**config.mk**
```make
export PLATFORM = sky130hd
export DESIGN_NAME = dtc_top
export DESIGN_NICKNAME = d
export VERILOG_FILES = /design/src/hdl/dtc_pkg.sv /design/src/hdl/dtc_top.sv
export SDC_FILE = /design/constraint.sdc
export NUM_CORES = 1
export LEC_CHECK = 0
export BUFFER_PORTS_ARGS = -buffer_cell sky130_fd_sc_hd__buf_2
export CAP_MARGIN = 0
export CORE_MARGIN = 4
export CORE_UTILIZATION = 40
export DETAILED_ROUTE_END_ITERATION = 12
export MAX_ROUTING_LAYER = met4
export PLACE_DENSITY_LB_ADDON = 0.15
export SLEW_MARGIN = 20
export SYNTH_ARGS = -nofsm -noshare
export SYNTH_HDL_FRONTEND = slang
export SYNTH_SLANG_ARGS = --single-unit
```
**constraint.sdc**
```tcl
create_clock -name sys_clk -period 8 [get_ports sys_clk]
set_input_delay 1.6 -clock sys_clk [delete_from_list [all_inputs] [get_ports sys_clk]]
set_output_delay 1.6 -clock sys_clk [all_outputs]
set_load 0.02 [all_outputs]
```
**src/hdl/dtc_pkg.sv**
```systemverilog
// package for the dual timer/event counter block
// assumes a 32-bit axi4-lite register bus and a single system clock
package dtc_pkg;
  // register word indices, byte address is four times the index (printed offsets are not all multiples of four)
  localparam logic [7:0]  DTC_IDX_C0_HIGH  = 8'h0c;
  localparam logic [7:0]  DTC_IDX_C0_LOW   = 8'h0d;
  localparam logic [7:0]  DTC_IDX_C0_CTRL  = 8'h0e;
  localparam logic [7:0]  DTC_IDX_C1_HIGH  = 8'h0f;
  localparam logic [7:0]  DTC_IDX_C1_LOW   = 8'h10;
  localparam logic [7:0]  DTC_IDX_C1_CTRL  = 8'h11;
  localparam logic [7:0]  DTC_IDX_IRQ_CTRL = 8'h12;
  localparam int          DTC_ADDR_W       = 12;
  // control field positions
  localparam int          DTC_CTL_EDGE     = 3;
  localparam int          DTC_CTL_RUN      = 4;
  localparam int          DTC_CTL_MODE_LO  = 6;
  localparam int          DTC_CTL_MODE_HI  = 7;
  localparam logic [7:0]  DTC_CTL_MASK     = 8'hd8;
  localparam logic [7:0]  DTC_CTL_RESET    = 8'h00;
  // interrupt control positions
  localparam int          DTC_IRQ_EN0      = 2;
  localparam int          DTC_IRQ_EN1      = 3;
  localparam int          DTC_IRQ_FLAG0    = 5;
  localparam int          DTC_IRQ_FLAG1    = 6;
  localparam logic [7:0]  DTC_IRQ_MASK     = 8'h6c;
  // internal clock divider for the instruction clock
  localparam int          DTC_SYS_DIV      = 4;
  localparam logic [15:0] DTC_CNT_MAX      = 16'hffff;
  localparam logic [1:0]  DTC_RESP_OKAY    = 2'b00;
  localparam logic [1:0]  DTC_RESP_SLVERR  = 2'b10;

  typedef enum logic [1:0] {
    DTC_MODE_UNUSED = 2'b00,
    DTC_MODE_EVENT  = 2'b01,
    DTC_MODE_TIMER  = 2'b10,
    DTC_MODE_PULSE  = 2'b11
  } dtc_mode_t;
endpackage

```
**src/hdl/dtc_top.sv**
```systemverilog
// dual 16-bit timer/event counter with axi4-lite register access
// assumes pins and rtc tick are synchronous-capable inputs on sys_clk
//
// The implementer's own choices: the address map and the AXI4-Lite register port.
`timescale 1ns/10ps

module dtc_top
  import dtc_pkg::*;
#(
  parameter bit USE_RTC0 = 1'b0,
  parameter bit USE_RTC1 = 1'b0
) (
  // clock and reset
  input  wire logic                          sys_clk,
  input  wire logic                          reset,
  // counter inputs
  input  wire logic                          counter0_input_pin,
  input  wire logic                          counter1_input_pin,
  input  wire logic                          realtime_oscillator,
  // interrupt and wake-up
  output logic                               counter0_irq,
  output logic                               counter1_irq,
  output logic                               wakeup,
  // axi4-lite write
  input  wire logic [dtc_pkg::DTC_ADDR_W-1:0] s_axi_awaddr,
  input  wire logic                          s_axi_awvalid,
  output logic                               s_axi_awready,
  input  wire logic [31:0]                   s_axi_wdata,
  input  wire logic [3:0]                    s_axi_wstrb,
  input  wire logic                          s_axi_wvalid,
  output logic                               s_axi_wready,
  output logic [1:0]                         s_axi_bresp,
  output logic                               s_axi_bvalid,
  input  wire logic                          s_axi_bready,
  // axi4-lite read
  input  wire logic [dtc_pkg::DTC_ADDR_W-1:0] s_axi_araddr,
  input  wire logic                          s_axi_arvalid,
  output logic                               s_axi_arready,
  output logic [31:0]                        s_axi_rdata,
  output logic [1:0]                         s_axi_rresp,
  output logic                               s_axi_rvalid,
  input  wire logic                          s_axi_rready
);
  import dtc_pkg::*;

  function automatic logic [7:0] reg_index(
    input logic [DTC_ADDR_W-1:0] addr
  );
    reg_index = addr[9:2];
  endfunction

  // write channel
  logic                  aw_held_reg;
  logic [DTC_ADDR_W-1:0] aw_addr_reg;
  logic                  w_held_reg;
  logic [7:0]            w_data_reg;
  logic                  w_lane0_reg;
  logic                  bvalid_reg;
  logic [1:0]            bresp_reg;

  wire aw_take = s_axi_awvalid && s_axi_awready;
  wire w_take  = s_axi_wvalid && s_axi_wready;
  wire wr_fire = aw_held_reg && w_held_reg && !bvalid_reg;
  wire [7:0] wr_idx = reg_index(aw_addr_reg);
  wire wr_en   = wr_fire && w_lane0_reg;

  assign s_axi_awready = !aw_held_reg && !bvalid_reg;
  assign s_axi_wready  = !w_held_reg && !bvalid_reg;
  assign s_axi_bvalid  = bvalid_reg;
  assign s_axi_bresp   = bresp_reg;

  wire wr_known = (wr_idx >= DTC_IDX_C0_HIGH) &&
                  (wr_idx <= DTC_IDX_IRQ_CTRL);

  always_ff @(posedge sys_clk or posedge reset) begin
    if (reset) begin
      aw_held_reg <= 1'b0;
      aw_addr_reg <= '0;
      w_held_reg  <= 1'b0;
      w_data_reg  <= 8'h00;
      w_lane0_reg <= 1'b0;
      bvalid_reg  <= 1'b0;
      bresp_reg   <= DTC_RESP_OKAY;
    end else begin
      if (aw_take) begin
        aw_held_reg <= 1'b1;
        aw_addr_reg <= s_axi_awaddr;
      end
      if (w_take) begin
        w_held_reg  <= 1'b1;
        w_data_reg  <= s_axi_wdata[7:0];
        w_lane0_reg <= s_axi_wstrb[0];
      end
      if (wr_fire) begin
        aw_held_reg <= 1'b0;
        w_held_reg  <= 1'b0;
        bvalid_reg  <= 1'b1;
        bresp_reg   <= wr_known ? DTC_RESP_OKAY : DTC_RESP_SLVERR;
      end else if (bvalid_reg && s_axi_bready) begin
        bvalid_reg  <= 1'b0;
      end
    end
  end

  // read channel
  logic        rvalid_reg;
  logic [31:0] rdata_reg;
  logic [1:0]  rresp_reg;

  wire       rd_take = s_axi_arvalid && s_axi_arready;
  wire [7:0] rd_idx  = reg_index(s_axi_araddr);

  assign s_axi_arready = !rvalid_reg;
  assign s_axi_rvalid  = rvalid_reg;
  assign s_axi_rdata   = rdata_reg;
  assign s_axi_rresp   = rresp_reg;

  // shared interrupt control
  logic [7:0] irq_ctrl_reg;
  logic [1:0] ovf_pulse;
  logic [7:0] ctrl_rd [2];
  logic [7:0] high_rd [2];
  logic [7:0] low_rd  [2];

  wire irq_wr = wr_en && (wr_idx == DTC_IDX_IRQ_CTRL);

  // flags set by overflow win over a software clear in the same cycle
  always_ff @(posedge sys_clk or posedge reset) begin
    if (reset) begin
      irq_ctrl_reg <= 8'h00;
    end else begin
      if (irq_wr) begin
        irq_ctrl_reg <= w_data_reg & DTC_IRQ_MASK;
      end
      if (ovf_pulse[0]) begin
        irq_ctrl_reg[DTC_IRQ_FLAG0] <= 1'b1;
      end
      if (ovf_pulse[1]) begin
        irq_ctrl_reg[DTC_IRQ_FLAG1] <= 1'b1;
      end
    end
  end

  assign counter0_irq = irq_ctrl_reg[DTC_IRQ_FLAG0] &&
                        irq_ctrl_reg[DTC_IRQ_EN0];
  assign counter1_irq = irq_ctrl_reg[DTC_IRQ_FLAG1] &&
                        irq_ctrl_reg[DTC_IRQ_EN1];

  logic wakeup_reg;
  always_ff @(posedge sys_clk or posedge reset) begin
    if (reset) begin
      wakeup_reg <= 1'b0;
    end else begin
      wakeup_reg <= |ovf_pulse;
    end
  end
  assign wakeup = wakeup_reg;

  // the two counters
  logic [1:0] pins;
  assign pins = {counter1_input_pin, counter0_input_pin};

  // rtc oscillator level is synchronised, then its rising edge ticks
  logic       rtc_s1_reg;
  logic       rtc_s2_reg;
  logic       rtc_s3_reg;
  logic [1:0] div_reg;
  always_ff @(posedge sys_clk or posedge reset) begin
    if (reset) begin
      rtc_s1_reg <= 1'b0;
      rtc_s2_reg <= 1'b0;
      rtc_s3_reg <= 1'b0;
      div_reg    <= 2'h0;
    end else begin
      rtc_s1_reg <= realtime_oscillator;
      rtc_s2_reg <= rtc_s1_reg;
      rtc_s3_reg <= rtc_s2_reg;
      div_reg    <= 2'(div_reg + 2'h1);
    end
  end
  wire sys4_tick = (div_reg == 2'(DTC_SYS_DIV - 1));
  wire rtc_tick  = rtc_s2_reg && !rtc_s3_reg;

  genvar g;
  generate
    for (g = 0; g < 2; g++) begin : gen_cnt
      localparam logic [7:0] IDX_H = g ? DTC_IDX_C1_HIGH : DTC_IDX_C0_HIGH;
      localparam logic [7:0] IDX_L = g ? DTC_IDX_C1_LOW  : DTC_IDX_C0_LOW;
      localparam logic [7:0] IDX_C = g ? DTC_IDX_C1_CTRL : DTC_IDX_C0_CTRL;
      localparam bit         RTC   = g ? USE_RTC1 : USE_RTC0;

      logic [7:0]  ctrl_reg;
      logic [15:0] count_reg;
      logic [15:0] preload_reg;
      logic [7:0]  buf_reg;
      logic        s1_reg;
      logic        s2_reg;
      logic        s3_reg;
      logic        armed_reg;
      logic        measuring_reg;

      wire       edge_sel = ctrl_reg[DTC_CTL_EDGE];
      wire       run      = ctrl_reg[DTC_CTL_RUN];
      dtc_mode_t mode;
      assign mode = dtc_mode_t'(ctrl_reg[DTC_CTL_MODE_HI:DTC_CTL_MODE_LO]);

      wire rise       = s2_reg && !s3_reg;
      wire fall       = !s2_reg && s3_reg;
      wire act_edge   = edge_sel ? fall : rise;
      wire back_edge  = edge_sel ? rise : fall;
      wire int_tick   = RTC ? rtc_tick : sys4_tick;

      wire wr_low  = wr_en && (wr_idx == IDX_L);
      wire wr_high = wr_en && (wr_idx == IDX_H);
      wire wr_ctrl = wr_en && (wr_idx == IDX_C);
      wire rd_high = rd_take && (rd_idx == IDX_H);
      wire rd_any  = rd_take && ((rd_idx == IDX_H) || (rd_idx == IDX_L));

      logic tick;
      always_comb begin
        unique case (mode)
          DTC_MODE_EVENT:  tick = act_edge;
          DTC_MODE_TIMER:  tick = int_tick;
          DTC_MODE_PULSE:  tick = measuring_reg && int_tick;
          DTC_MODE_UNUSED: tick = 1'b0;
        endcase
      end
      wire step  = run && tick && !rd_any;
      wire ovf   = step && (count_reg == DTC_CNT_MAX);
      wire pw_end = (mode == DTC_MODE_PULSE) && run && measuring_reg &&
                    back_edge;
      wire [15:0] new_pre = {w_data_reg, buf_reg};

      assign ovf_pulse[g] = ovf;

      always_ff @(posedge sys_clk or posedge reset) begin
        if (reset) begin
          s1_reg <= 1'b0;
          s2_reg <= 1'b0;
          s3_reg <= 1'b0;
        end else begin
          s1_reg <= pins[g];
          s2_reg <= s1_reg;
          s3_reg <= s2_reg;
        end
      end

      // pulse width sequencing
      always_ff @(posedge sys_clk or posedge reset) begin
        if (reset) begin
          armed_reg     <= 1'b0;
          measuring_reg <= 1'b0;
        end else if (!run || mode != DTC_MODE_PULSE) begin
          armed_reg     <= 1'b0;
          measuring_reg <= 1'b0;
        end else if (!armed_reg) begin
          armed_reg     <= 1'b1;
          measuring_reg <= 1'b0;
        end else if (!measuring_reg && act_edge) begin
          measuring_reg <= 1'b1;
        end else if (pw_end) begin
          measuring_reg <= 1'b0;
        end
      end

      always_ff @(posedge sys_clk or posedge reset) begin
        if (reset) begin
          ctrl_reg <= DTC_CTL_RESET;
        end else if (wr_ctrl) begin
          ctrl_reg <= w_data_reg & DTC_CTL_MASK;
        end else if (pw_end) begin
          ctrl_reg[DTC_CTL_RUN] <= 1'b0;
        end
      end

      always_ff @(posedge sys_clk or posedge reset) begin
        if (reset) begin
          buf_reg <= 8'h00;
        end else if (rd_high) begin
          buf_reg <= count_reg[7:0];
        end else if (wr_low) begin
          buf_reg <= w_data_reg;
        end
      end

      always_ff @(posedge sys_clk or posedge reset) begin
        if (reset) begin
          preload_reg <= 16'h0000;
        end else if (wr_high) begin
          preload_reg <= new_pre;
        end
      end

      always_ff @(posedge sys_clk or posedge reset) begin
        if (reset) begin
          count_reg <= 16'h0000;
        end else if (wr_high && !run) begin
          count_reg <= new_pre;
        end else if (ovf) begin
          count_reg <= preload_reg;
        end else if (step) begin
          count_reg <= 16'(count_reg + 16'h0001);
        end
      end

      assign ctrl_rd[g] = ctrl_reg;
      assign high_rd[g] = count_reg[15:8];
      assign low_rd[g]  = buf_reg;
    end
  endgenerate

  // read data mux
  logic [7:0] rd_byte;
  logic       rd_ok;
  always_comb begin
    rd_ok = 1'b1;
    unique case (rd_idx)
      DTC_IDX_C0_HIGH:  rd_byte = high_rd[0];
      DTC_IDX_C0_LOW:   rd_byte = low_rd[0];
      DTC_IDX_C0_CTRL:  rd_byte = ctrl_rd[0];
      DTC_IDX_C1_HIGH:  rd_byte = high_rd[1];
      DTC_IDX_C1_LOW:   rd_byte = low_rd[1];
      DTC_IDX_C1_CTRL:  rd_byte = ctrl_rd[1];
      DTC_IDX_IRQ_CTRL: rd_byte = irq_ctrl_reg;
      default: begin
        rd_byte = 8'h00;
        rd_ok   = 1'b0;
      end
    endcase
  end

  always_ff @(posedge sys_clk or posedge reset) begin
    if (reset) begin
      rvalid_reg <= 1'b0;
      rdata_reg  <= 32'h00000000;
      rresp_reg  <= DTC_RESP_OKAY;
    end else if (rd_take) begin
      rvalid_reg <= 1'b1;
      rdata_reg  <= {24'h000000, rd_byte};
      rresp_reg  <= rd_ok ? DTC_RESP_OKAY : DTC_RESP_SLVERR;
    end else if (rvalid_reg && s_axi_rready) begin
      rvalid_reg <= 1'b0;
    end
  end
endmodule

```
; Yosys cells after proc, flatten, opt, wreduce, memory -nomap -nowiden
; Index checks and enable logic that the tools add are counted.
[word_totals]
inputBits = 70
output_inout_bits = 44
reg_bits = 140
wordCells = 190
[op_classes]
order_cmp = 2
addsub = 3
reduce_logical = 80
n_eq_ne = 27
muxes = 43
[op_table]
columns = op, count
row1 = 16-bit two-way mux, 6
row2 = 8-bit by 4-bit == test with 1-bit output (second input constant), 8
row3 = 8-bit case mux with 7 select lines, 1
row4 = 8-bit by 5-bit == test with 1-bit output (second input constant), 6
row5 = 1-bit logical AND, 46
row6 = 16-bit by 1-bit adder with 16-bit output (second input constant), 2
row7 = 16-bit == test (second input constant), 2
row8 = 8-bit two-way mux, 4
row9 = 1-bit two-way mux, 27
row10 = 2-bit nonzero test, 10
row11 = 1-bit logical NOT, 14
row12 = 2-bit == test (second input constant), 5
row13 = 8-bit by 4-bit >= comparator with 1-bit output (second input constant), 1
row14 = 8-bit by 5-bit less-or-equal comparator with 1-bit output (second input constant), 1
row15 = 4-bit by 1-bit inequality test with 1-bit output (second input constant), 2
row16 = 1-bit case mux with 4 select lines, 2
row17 = 7-bit two-way mux, 1
row18 = 7-bit OR reduction, 1
row19 = 3-bit nonzero test, 2
row20 = 2-bit by 1-bit == test with 1-bit output (second input constant), 2
row21 = 2-bit logical NOT, 2
row22 = 1-bit logical OR, 4
row23 = 2-bit two-way mux, 2
row24 = 2-bit inequality test (second input constant), 2
row25 = other kinds (2), 2

; Longest topological paths before layout
; Gate-level depths: netlist of run 1.
[logic_depth]
word_depth = 9
depth_mapped = 8
mapped_depth_nobuf = 7

; Least setup slack after synthesis of run 1
; OpenSTA, ideal clock, no wires.
[synth_timing]
path_type = input port to flip-flop
start = input port s_axi_araddr[7] (netlist bit)
end = register gen_cnt[1].count_reg[0]
t_arrival_ns = 3.094
n_path_buf = 2
setup_ns = 0.126
slack_ns = 4.780
stages = 8
t_required_ns = 7.874
path_cell_list = nor3_1 > and3_1 > clkbuf_1 > a31oi_1 > nand2_1 > clkbuf_1 > nor2_1 > a221o_1
[synth_via]
elab_chain_cells = 8
word_cells_on_any_way = 10
classes_between = eq/ne: 2 / mux: 2 / reduce/logical: 6
[synth_rtl]
columns = item, line
row1 = start: declaration, dtc_top.sv:36  ; input wire logic [dtc_pkg::DTC_ADDR_W-1:0] s_axi_araddr,
row2 = 8-bit by 4-bit == test with 1-bit output / 8-bit by 5-bit == test with 1-bit output (equally long branches), dtc_top.sv:217  ; wire rd_any = rd_take && ((rd_idx == IDX_H) || (rd_idx == IDX_L));
row3 = 1-bit logical OR *, dtc_top.sv:217
row4 = 1-bit logical AND *, dtc_top.sv:217
row5 = 1-bit logical NOT *, dtc_top.sv:228  ; wire step = run && tick && !rd_any;
row6 = 1-bit logical AND *, dtc_top.sv:228
row7 = 1-bit logical AND, dtc_top.sv:229  ; wire ovf = step && (count_reg == DTC_CNT_MAX);
row8 = 16-bit two-way mux, dtc_top.sv:299  ; end else if (ovf) begin
row9 = 16-bit two-way mux, dtc_top.sv:297  ; end else if (wr_high && !run) begin
row10 = end signal: assignment, dtc_top.sv:298  ; count_reg <= new_pre;
row11 = end signal: assignment, dtc_top.sv:300  ; count_reg <= preload_reg;
row12 = end signal: assignment, dtc_top.sv:302  ; count_reg <= 16'(count_reg + 16'h0001);
row13 = end: declaration, dtc_top.sv:193  ; logic [15:0] count_reg;
; Every way passes the cells marked *; elsewhere a longest branch is shown, timed or not.
; A chain may end at the register's enable or synchronous reset.

; Worst setup path in the final report of run 1
[layout_timing]
start = input port s_axi_araddr[7] (netlist bit)
end = register gen_cnt[0].count_reg[2]
[layout_via]
elab_chain_cells = 8
word_cells_on_any_way = 10
classes_between = eq/ne: 2 / mux: 2 / reduce/logical: 6
[layout_rtl]
columns = item, line
row1 = 8-bit by 4-bit == test with 1-bit output, dtc_top.sv:217
row2 = 1-bit logical OR *, dtc_top.sv:217
row3 = 1-bit logical AND *, dtc_top.sv:217
row4 = 1-bit logical NOT *, dtc_top.sv:228
row5 = 1-bit logical AND *, dtc_top.sv:228
row6 = 1-bit logical AND, dtc_top.sv:229
row7 = 16-bit two-way mux, dtc_top.sv:299
row8 = 16-bit two-way mux, dtc_top.sv:297
row9 = end signal: assignment, dtc_top.sv:298
row10 = end signal: assignment, dtc_top.sv:300
row11 = end signal: assignment, dtc_top.sv:302
row12 = end: declaration, dtc_top.sv:193
; Marks and branches as above.

==> results of run 1 <==
==> metal layers <==
layer  track usage, %  vias to the layer above
met2             28.7                      206
met5                -                        -
met1             28.5                     2770
met4             6.88                        0
met3             4.06                       24
li1                 -                     2503
==> layout make-up <==
type,instances,area [µm²]
Timing Repair Buffer,54,278
Clock inverter,12,175
Sequential cell,136,3400
Inverter,14,57.6
Clock buffer,19,453
Tap cell,225,282
Fill cell,1625,9290
Multi-Input combinational cell,495,3300
==> cell families after synthesis <==
family / Yosys count / synth area share [%]
xor+xnor: 16 / 2.00
other cells: 1 / 0.0534
buf+inv: 79 / 5.80
fa+ha+maj: 3 / 0.535
mux: 84 / 13.4
compound gates: 154 / 15.1
flops: 136 / 48.5
simple gates: 212 / 14.7
==> worst max-delay path, stage by stage <==
cell,delay (ps)
buf_2,100
or3_1,420
nor2_1,670
a221o_1,930
o21a_4,370
o21ai_0,120
nand2_1,70
==> power groups by stage <==
stage                     combinational (W)  sequential (W)  clock (W)
final                              0.000698         0.00102   0.000833
after global placement             0.000681         0.00102          0
after CTS                          0.000695         0.00102   0.000849
after detailed placement           0.000691         0.00103          0
after floorplan                    0.000585        0.000919          0
after global routing               0.000771         0.00104   0.000876
==> stage by stage <==
stage	cells	setup slack [ps]
global placement	924	3640
global route	955	3840
detailed placement	924	3700
CTS	955	4130
finish	955	4050
floorplan	710	2760
==> final timing paths <==
path / start / end / slack [ps] / depth (start not counted)
min in group asynchronous: reset / gen_cnt[0].preload_reg[8] / 1310 / 2
setup / recovery: s_axi_araddr[7] / gen_cnt[0].count_reg[2] / 4050 / 7
max in group asynchronous: reset / w_held_reg / 5450 / 3
hold reg to reg: gen_cnt[0].s1_reg / gen_cnt[0].s2_reg / 350 / 0
setup reg to reg: aw_addr_reg[9] / gen_cnt[1].count_reg[12] / 5180 / 6
hold / removal: gen_cnt[0].s1_reg / gen_cnt[0].s2_reg / 350 / 0
==> cell usage in the layout, fill, tap and decap left out, types with 3 or more instances in the layout <==
| cell type | count |
|---|---|
| dfrtp_1 | 136 |
| nand2_1 | 72 |
| mux2_2 | 57 |
| buf_2 | 51 |
| nor2_1 | 48 |
| o21ai_0 | 38 |
| a21oi_1 | 30 |
| conb_1 | 26 |
| mux2i_1 | 25 |
| nand3_1 | 21 |
| a221o_1 | 21 |
| clkbuf_16 | 17 |
| inv_1 | 13 |
| a22oi_1 | 11 |
| nor2b_1 | 10 |
| and3_1 | 10 |
| a211oi_1 | 10 |
| xnor2_1 | 10 |
| nor3_1 | 8 |
| nand4_1 | 8 |
| a211o_1 | 7 |
| and4_1 | 6 |
| a2bb2oi_1 | 6 |
| xor2_1 | 6 |
| o22ai_1 | 5 |
| o211ai_1 | 5 |
| nand3b_1 | 4 |
| nor4_1 | 4 |
| a31oi_1 | 4 |
| and2_1 | 4 |
| bufinv_16 | 4 |
| nand2b_1 | 3 |
| ha_1 | 3 |
| clkinvlp_4 | 3 |
| clkinv_2 | 3 |
| buf_4 | 3 |
==> flow_summary.ini, run 1 <==
[status]
status = finished, final reports clean

[grt]
grt_max_degree = 78
grt_pass1_wl_um = 30400
grt_pass1_vias = 5358
antenna_found_initial = 0
grt_overflow = 0
grtUsageTotal_pct = 20.1

[clock_network]
post_cts_resized = 0
post_cts_buffers = 0
cts.sinks = 136
cts_tree = built
worstSkewPairLatency_ps = 420
htreeDepth = 4
postCtsHoldBufs = 0
path_clk_slew_ps = 60
cts-root-buf = clkbuf_16
cts_buffer_depth = 2
cts_made_buffers = 17

[power_and_ir_drop]
peakVddDrop_uv = 217
switching_power_w = 0.000918
p_total_w = 0.00255
pwr-share-seq_pct = 40.0
switching_share_pct = 36.0
leakagePower_nw = 3.59
p_clk_share_pct = 32.7
intPower_w = 0.00163
combPwrFrac_pct = 27.4
p_per_area_nw_per_um2 = 321

[timing]
slew_headroom_pct = 27.7
hold_viol_final = 0
whs_ps = 350
setup_violations = 0
fmax_mhz = 253
skew_ps = 6.26
tightest_slew_ps = 1080
period_share_pct = 49.4
setup-tns-final_ps = 0
period_needed_ps = 3950
slew_violations = 0
rsz0062_at_grt = false

[setup_path]
arrival_ps = 4310
worstPathRequired_ps = 8360
end_kind = register
cp_max_fo = 24
critPathLaunchType = primary input
critPathKind = primary input to register

[synth]
post-synth-top-area-cell = dfrtp_1
netlist_instances = 685
synth_area_leaders = dfrtp_1 49%, mux2_2 9.1%, nand2_1 3.9%
synth_seq_cells = 136
netlist.area_leader.share_pct = 48.5
synth.most_common_cell = dfrtp_1
synthesis.area_um2 = 7020
ys_warn_count = 0
yosysSeqAreaShare_pct = 48.5
async_flop_share_pct = 100
synth-edff-count = 0
synth_top_flop_cell = dfrtp_1
synth.avg_cell_area_um2 = 10.2
netlist_top_cells_count = 136 x dfrtp_1, 72 x nand2_1, 57 x mux2_2
synth_cell_types = 57

[die]
ios = 114
die_area_um2 = 19700
core-area_um2 = 17200
fp.dieW_um = 140
start_util_pct = 40.7
row_count = 48
die_height_um = 140

[drt]
wl_met1_um = 8760
viasPerCell = 5.76
met3_length_um = 1220
drt-initial-drc-count = 512
firstDrtPassIters = 5
num_vias = 5503
wl_met2_um = 8360
drt_wl_total_um = 18700
wire_per_inst_um = 19.6
remaining_drc_errors = 0
highest_layer = met4
antenna_left = 0

[finish]
drive_above_1_share_pct = 20.3
n_antenna_cell = 0
syn_to_final_growth_pct = 13.3
utilization_pct = 46.1
final_nets = 791
design_area_um2 = 7950

[placement]
port_buffers = 51
hpwl_um = 12600
gp_congestion = 0.843
placed_area_um2 = 7320

[worst_hold_path]
hp-class = register to register

[flow_run]
cap_violations = 0
Power figures use the tool's default switching activity.
==> run 2: changes to the inputs <==
==> constraint.sdc (replaced) <==
create_clock -name sys_clk -period 3.2 [get_ports sys_clk]
set_input_delay 0.64 -clock sys_clk [delete_from_list [all_inputs] [get_ports sys_clk]]
set_output_delay 0.64 -clock sys_clk [all_outputs]
set_load 0.02 [all_outputs]
==> flow_summary.ini, run 2 (synthesis results as in run 1) <==
[setup_path]
critPathLaunchType = register
cpMaxStageDelayCell = o41ai_1
path_buf_inv = 1
critical_path.cell_chain = inv_1, o41ai_1, nand2_1, o22ai_1
cp_max_fo = 15
critPathTopFamily = compound AO/OA/AOI/OAI gates
worstPathRequired_ps = 3500
critPathKind = register to register
slowest_delay_ps = 700
end_kind = register
arrival_ps = 2820

[clock_network]
postCtsHoldBufs = 0
post_cts_buffers = 0
cts-root-buf = clkbuf_16
htreeDepth = 4
cts_tree = built
cts.sinks = 136
worstSkewPairLatency_ps = 430
path_clk_slew_ps = 60
cts_made_buffers = 17
cts_buffer_depth = 2
post_cts_resized = 0

[drt]
wire_per_inst_um = 19.2
drt_wl_total_um = 18600
drt-initial-drc-count = 478
firstDrtPassIters = 5
remaining_drc_errors = 0
num_vias = 5465
antenna_left = 0
viasPerCell = 5.65

[placement]
port_buffers = 51
gp_congestion = 0.898
hpwl_um = 13000
placed_area_um2 = 7450

[timing]
period_share_pct = 78.7
period_needed_ps = 2520
skew_ps = 15.4
tightest_slew_ps = 712
slew_violations = 0
hold_viol_final = 0
slew_headroom_pct = 51.9
setup_violations = 0
rsz0062_at_grt = false
fmax_mhz = 397
setup-tns-final_ps = 0

[grt]
grt_pass1_wl_um = 29700
grt_max_degree = 64
antenna_found_initial = 1
grt_pass1_vias = 5350
grtUsageTotal_pct = 19.8
grt_overflow = 0

[die]
die_height_um = 140
ios = 114
row_count = 48
fp.dieW_um = 140
die_area_um2 = 19700
start_util_pct = 40.7
core-area_um2 = 17200

[finish]
multi_input_area_um2 = 3300
syn_to_final_growth_pct = 13.4
final_nets = 803
final_common_cell = dfrtp_1
design_area_um2 = 7950
drive_above_1_share_pct = 21.2
final_cell_mix = 136 x dfrtp_1, 72 x nand2_1, 57 x mux2_2
fill_cells = 1605
ff_latch_area_um2 = 3400

[power_and_ir_drop]
p_per_area_nw_per_um2 = 759
leakagePower_nw = 3.60
peakVddDrop_uv = 456

[flow_run]
cap_violations = 0

[worst_hold_path]
hp-class = primary input to asynchronous set/reset pin

[status]
status = finished, final reports clean
==> run 2: cell count changes in the layout (fill, tap and decap cells not counted), sizes merged <==
cell and change:
buf +12, bufinv -4, clkbuf +1, clkinv +2
clkinvlp +1, diode +1, inv -1
==> run 2: final cells by class <==
| type | count | area share (%) |
|---|---|---|
| inverter | 14 | 0.708 |
| timing repair buffer | 66 | 5.10 |
| sequential | 136 | 42.8 |
| multi-input combinational | 495 | 41.5 |
| clock inverter | 10 | 0.724 |
| clock buffer | 20 | 5.62 |
| antenna | 1 | 0.0315 |
| tap | 225 | 3.54 |
==> run 2: worst paths after layout <==
check	start	end	slack [ps]	cells past startpoint
max	gen_cnt[1].ctrl_reg[4]	wakeup	680	4
min	reset	gen_cnt[0].preload_reg[3]	270	2
max reg2reg	gen_cnt[1].ctrl_reg[4]	wakeup	680	4
min reg2reg	gen_cnt[0].s1_reg	gen_cnt[0].s2_reg	350	0
max in group asynchronous	reset	w_data_reg[3]	2220	3
min in group sys_clk	counter0_input_pin	gen_cnt[0].s1_reg	320	1
==> run 2: layer usage <==
metal,track usage [%],wire length (µm)
met2,28.1,8110
met5,-,0
met1,27.3,8730
met4,9.18,656
met3,3.96,1120
==> run 2: power breakdown <==
group | switching, W | internal (W)
clock | 0.000708 | 0.000987
sequential | 0.000528 | 0.00203
combinational | 0.00103 | 0.000749
==> run 2: stage by stage <==
step / instances / setup WS [ps] / hold slack, ps / utilization, % / total power (W)
global route: 967 / 452 / 311 / 46.1 / 0.00638
global placement: 936 / 491 / 335 / 43.2 / 0.00431
CTS: 966 / 716 / 279 / 46.1 / 0.00607
detailed placement: 936 / 466 / 340 / 43.2 / 0.00435
floorplan: 710 / 867 / 331 / - / 0.00376
finish: 967 / 682 / 274 / 46.1 / 0.00603
==> run 3: changes to the inputs <==
--- a/config.mk
+++ b/config.mk
@@ -5,6 +5,7 @@
 export SDC_FILE = /design/constraint.sdc
 export NUM_CORES = 1
 export LEC_CHECK = 0
+export ABC_AREA = 1
 export BUFFER_PORTS_ARGS = -buffer_cell sky130_fd_sc_hd__buf_2
 export CAP_MARGIN = 0
 export CORE_MARGIN = 4
==> constraint.sdc (replaced) <==
create_clock -name sys_clk -period 2.6 [get_ports sys_clk]
set_input_delay 0.52 -clock sys_clk [delete_from_list [all_inputs] [get_ports sys_clk]]
set_output_delay 0.52 -clock sys_clk [all_outputs]
set_load 0.02 [all_outputs]
==> flow_summary.ini, run 3 <==
[synth]
synth.most_common_cell = nand2_1
synth_top_flop_cell = dfrtp_1
synth_area_leaders = dfrtp_1 44%, nand2_1 15%, inv_1 6.3%
async_flop_share_pct = 100
synth_top_family_by_area = simple AND/OR/NAND/NOR gates
netlist_top_cells_count = 313 x nand2_1, 136 x dfrtp_1, 129 x inv_1
ys_warn_count = 0
synth_simple_gate_area_share_pct = 31.6
synth-edff-count = 0
synth_seq_cells = 136
synthMuxAreaShare_pct = 0.733
synth_cell_types = 35
yosysSeqAreaShare_pct = 44.3
netlist_instances = 1037
synth-xor-area-share_pct = 2.17
synthAdderAreaFrac_pct = 0.489
netlist.area_leader.share_pct = 44.3
post-synth-top-area-cell = dfrtp_1
synthesis.area_um2 = 7680
synth.avg_cell_area_um2 = 7.41
synth_compound_gate_area_share_pct = 9.02

[finish]
n_antenna_cell = 0
syn_to_final_growth_pct = 13.2
final_nets = 1167
drive_above_1_share_pct = 13.5
final_common_cell = nand2_1
final_cell_mix = 313 x nand2_1, 136 x dfrtp_1, 128 x inv_1

[die]
row_count = 50
ios = 114
die_height_um = 147
core-area_um2 = 18800
die_area_um2 = 21500
start_util_pct = 40.9
fp.dieW_um = 147

[clock_network]
cts_tree = built
cts_buffer_depth = 2
post_cts_resized = 0
cts_made_buffers = 17
worstSkewPairLatency_ps = 430
cts.sinks = 136
htreeDepth = 4
path_clk_slew_ps = 70
post_cts_buffers = 0
cts-root-buf = clkbuf_16
postCtsHoldBufs = 0

[power_and_ir_drop]
peakVddDrop_uv = 634
leakagePower_nw = 4.68
p_per_area_nw_per_um2 = 1050

[grt]
antenna_found_initial = 0
grt_overflow = 0
grt_pass1_wl_um = 34300
grtUsageTotal_pct = 20.8
grt_pass1_vias = 6180
grt_max_degree = 84

[timing]
whs_ps = 186
setup-tns-final_ps = 0
setup_violations = 0
tightest_slew_ps = 681
period_needed_ps = 1980
fmax_mhz = 504
skew_ps = 8.78
period_share_pct = 76.3
hold_viol_final = 0
slew_headroom_pct = 54.5
slew_violations = 0
rsz0062_at_grt = false

[drt]
viasPerCell = 4.93
firstDrtPassIters = 5
drt_wl_total_um = 21100
remaining_drc_errors = 0
antenna_left = 0
num_vias = 6613
drt-initial-drc-count = 500
wire_per_inst_um = 15.7

[placement]
hpwl_um = 15200
port_buffers = 51
gp_congestion = 0.938

[status]
status = finished, final reports clean

[setup_path]
cp_max_fo = 16
end_kind = register
cpMaxStageDelayCell = dfrtp_1
critPathKind = register to register
critPathTopFamily = simple AND/OR/NAND/NOR gates
rrSetupSlack_ps = 620
critical_path.cell_chain = ha_1, nand3_2, nor2_4, nand3_4, nor2_8, nand3_4, inv_1, nand2_1, nand2_1, nand2_1
critPathLaunchType = register
reg2regPathDepth = 10
slowest_delay_ps = 420
reg2reg_from = gen_cnt[0].count_reg[0]
path_buf_inv = 1
path_common_cell = nand2_1
arrival_ps = 2310
worstPathRequired_ps = 2920
reg2reg_to = gen_cnt[0].count_reg[8]

[worst_hold_path]
hp-class = primary input to asynchronous set/reset pin

[flow_run]
cap_violations = 0
## run 3: layout make-up
type	count	area [µm²]
inverters	136	514
repair buffers	69	428
fillers	1917	10100
clock buffers	17	425
well taps	234	293
flip-flops and latches	136	3400
clock inverters	15	156
multi-input cells	734	3480
## run 3: cells by family after synthesis
| family | Yosys count |
|---|---|
| adders and majority gates | 3 |
| AOI/OAI and AO/OA | 128 |
| DFF | 136 |
| xor gates and xnor gates | 19 |
| other | 1 |
| and+or+nand+nor | 553 |
| buffers and inverters | 192 |
| muxes | 5 |
## run 3: tightest hold or removal path, cell delays in order
cell        delay [ps]
buf_2              110
clkinvlp_4         100
buf_12             270
## run 3: where the power goes
| group | leakage [nW] | total [W] | internal (W) | switching (W) |
|---|---|---|---|---|
| combinational | 2.78 | 0.00382 | 0.00130 | 0.00252 |
| sequential | 1.62 | 0.00290 | 0.00247 | 0.000426 |
| clock | 0.278 | 0.00242 | 0.00136 | 0.00106 |
## run 3: worst max-delay path by stage
stage               depth (start not counted)                     from                       to
floorplan                                   1                    reset           aw_addr_reg[2]
global placement                           11          s_axi_araddr[5]  gen_cnt[1].count_reg[1]
detailed placement                         11          s_axi_araddr[5]  gen_cnt[1].count_reg[4]
CTS                                        10  gen_cnt[0].count_reg[0]  gen_cnt[0].count_reg[8]
global route                                9           aw_addr_reg[9]  gen_cnt[1].count_reg[5]
finish                                     10  gen_cnt[0].count_reg[0]  gen_cnt[0].count_reg[8]
## run 3: per-stage QoR
| step | instances | util [%] | total power, W | setup WS (ps) | cell area, µm² |
|---|---|---|---|---|---|
| after floorplan | 1062 | - | 0.00570 | 387 | 7780 |
| after global placement | 1309 | 43.2 | 0.00674 | 457 | 8120 |
| after detailed placement | 1309 | 43.2 | 0.00673 | 435 | 8120 |
| after CTS | 1341 | 46.3 | 0.00920 | 591 | 8700 |
| after global routing | 1341 | 46.3 | 0.00987 | 404 | 8700 |
| final | 1341 | 46.3 | 0.00914 | 616 | 8700 |
## run 3: metal layers
layer	GRT usage (%)	vias to the layer above	routed length, µm
li1	-	3343	-
met1	29.9	3039	10100
met2	30.2	202	9420
met3	4.07	29	1230
met4	5.32	0	362
met5	-	-	0
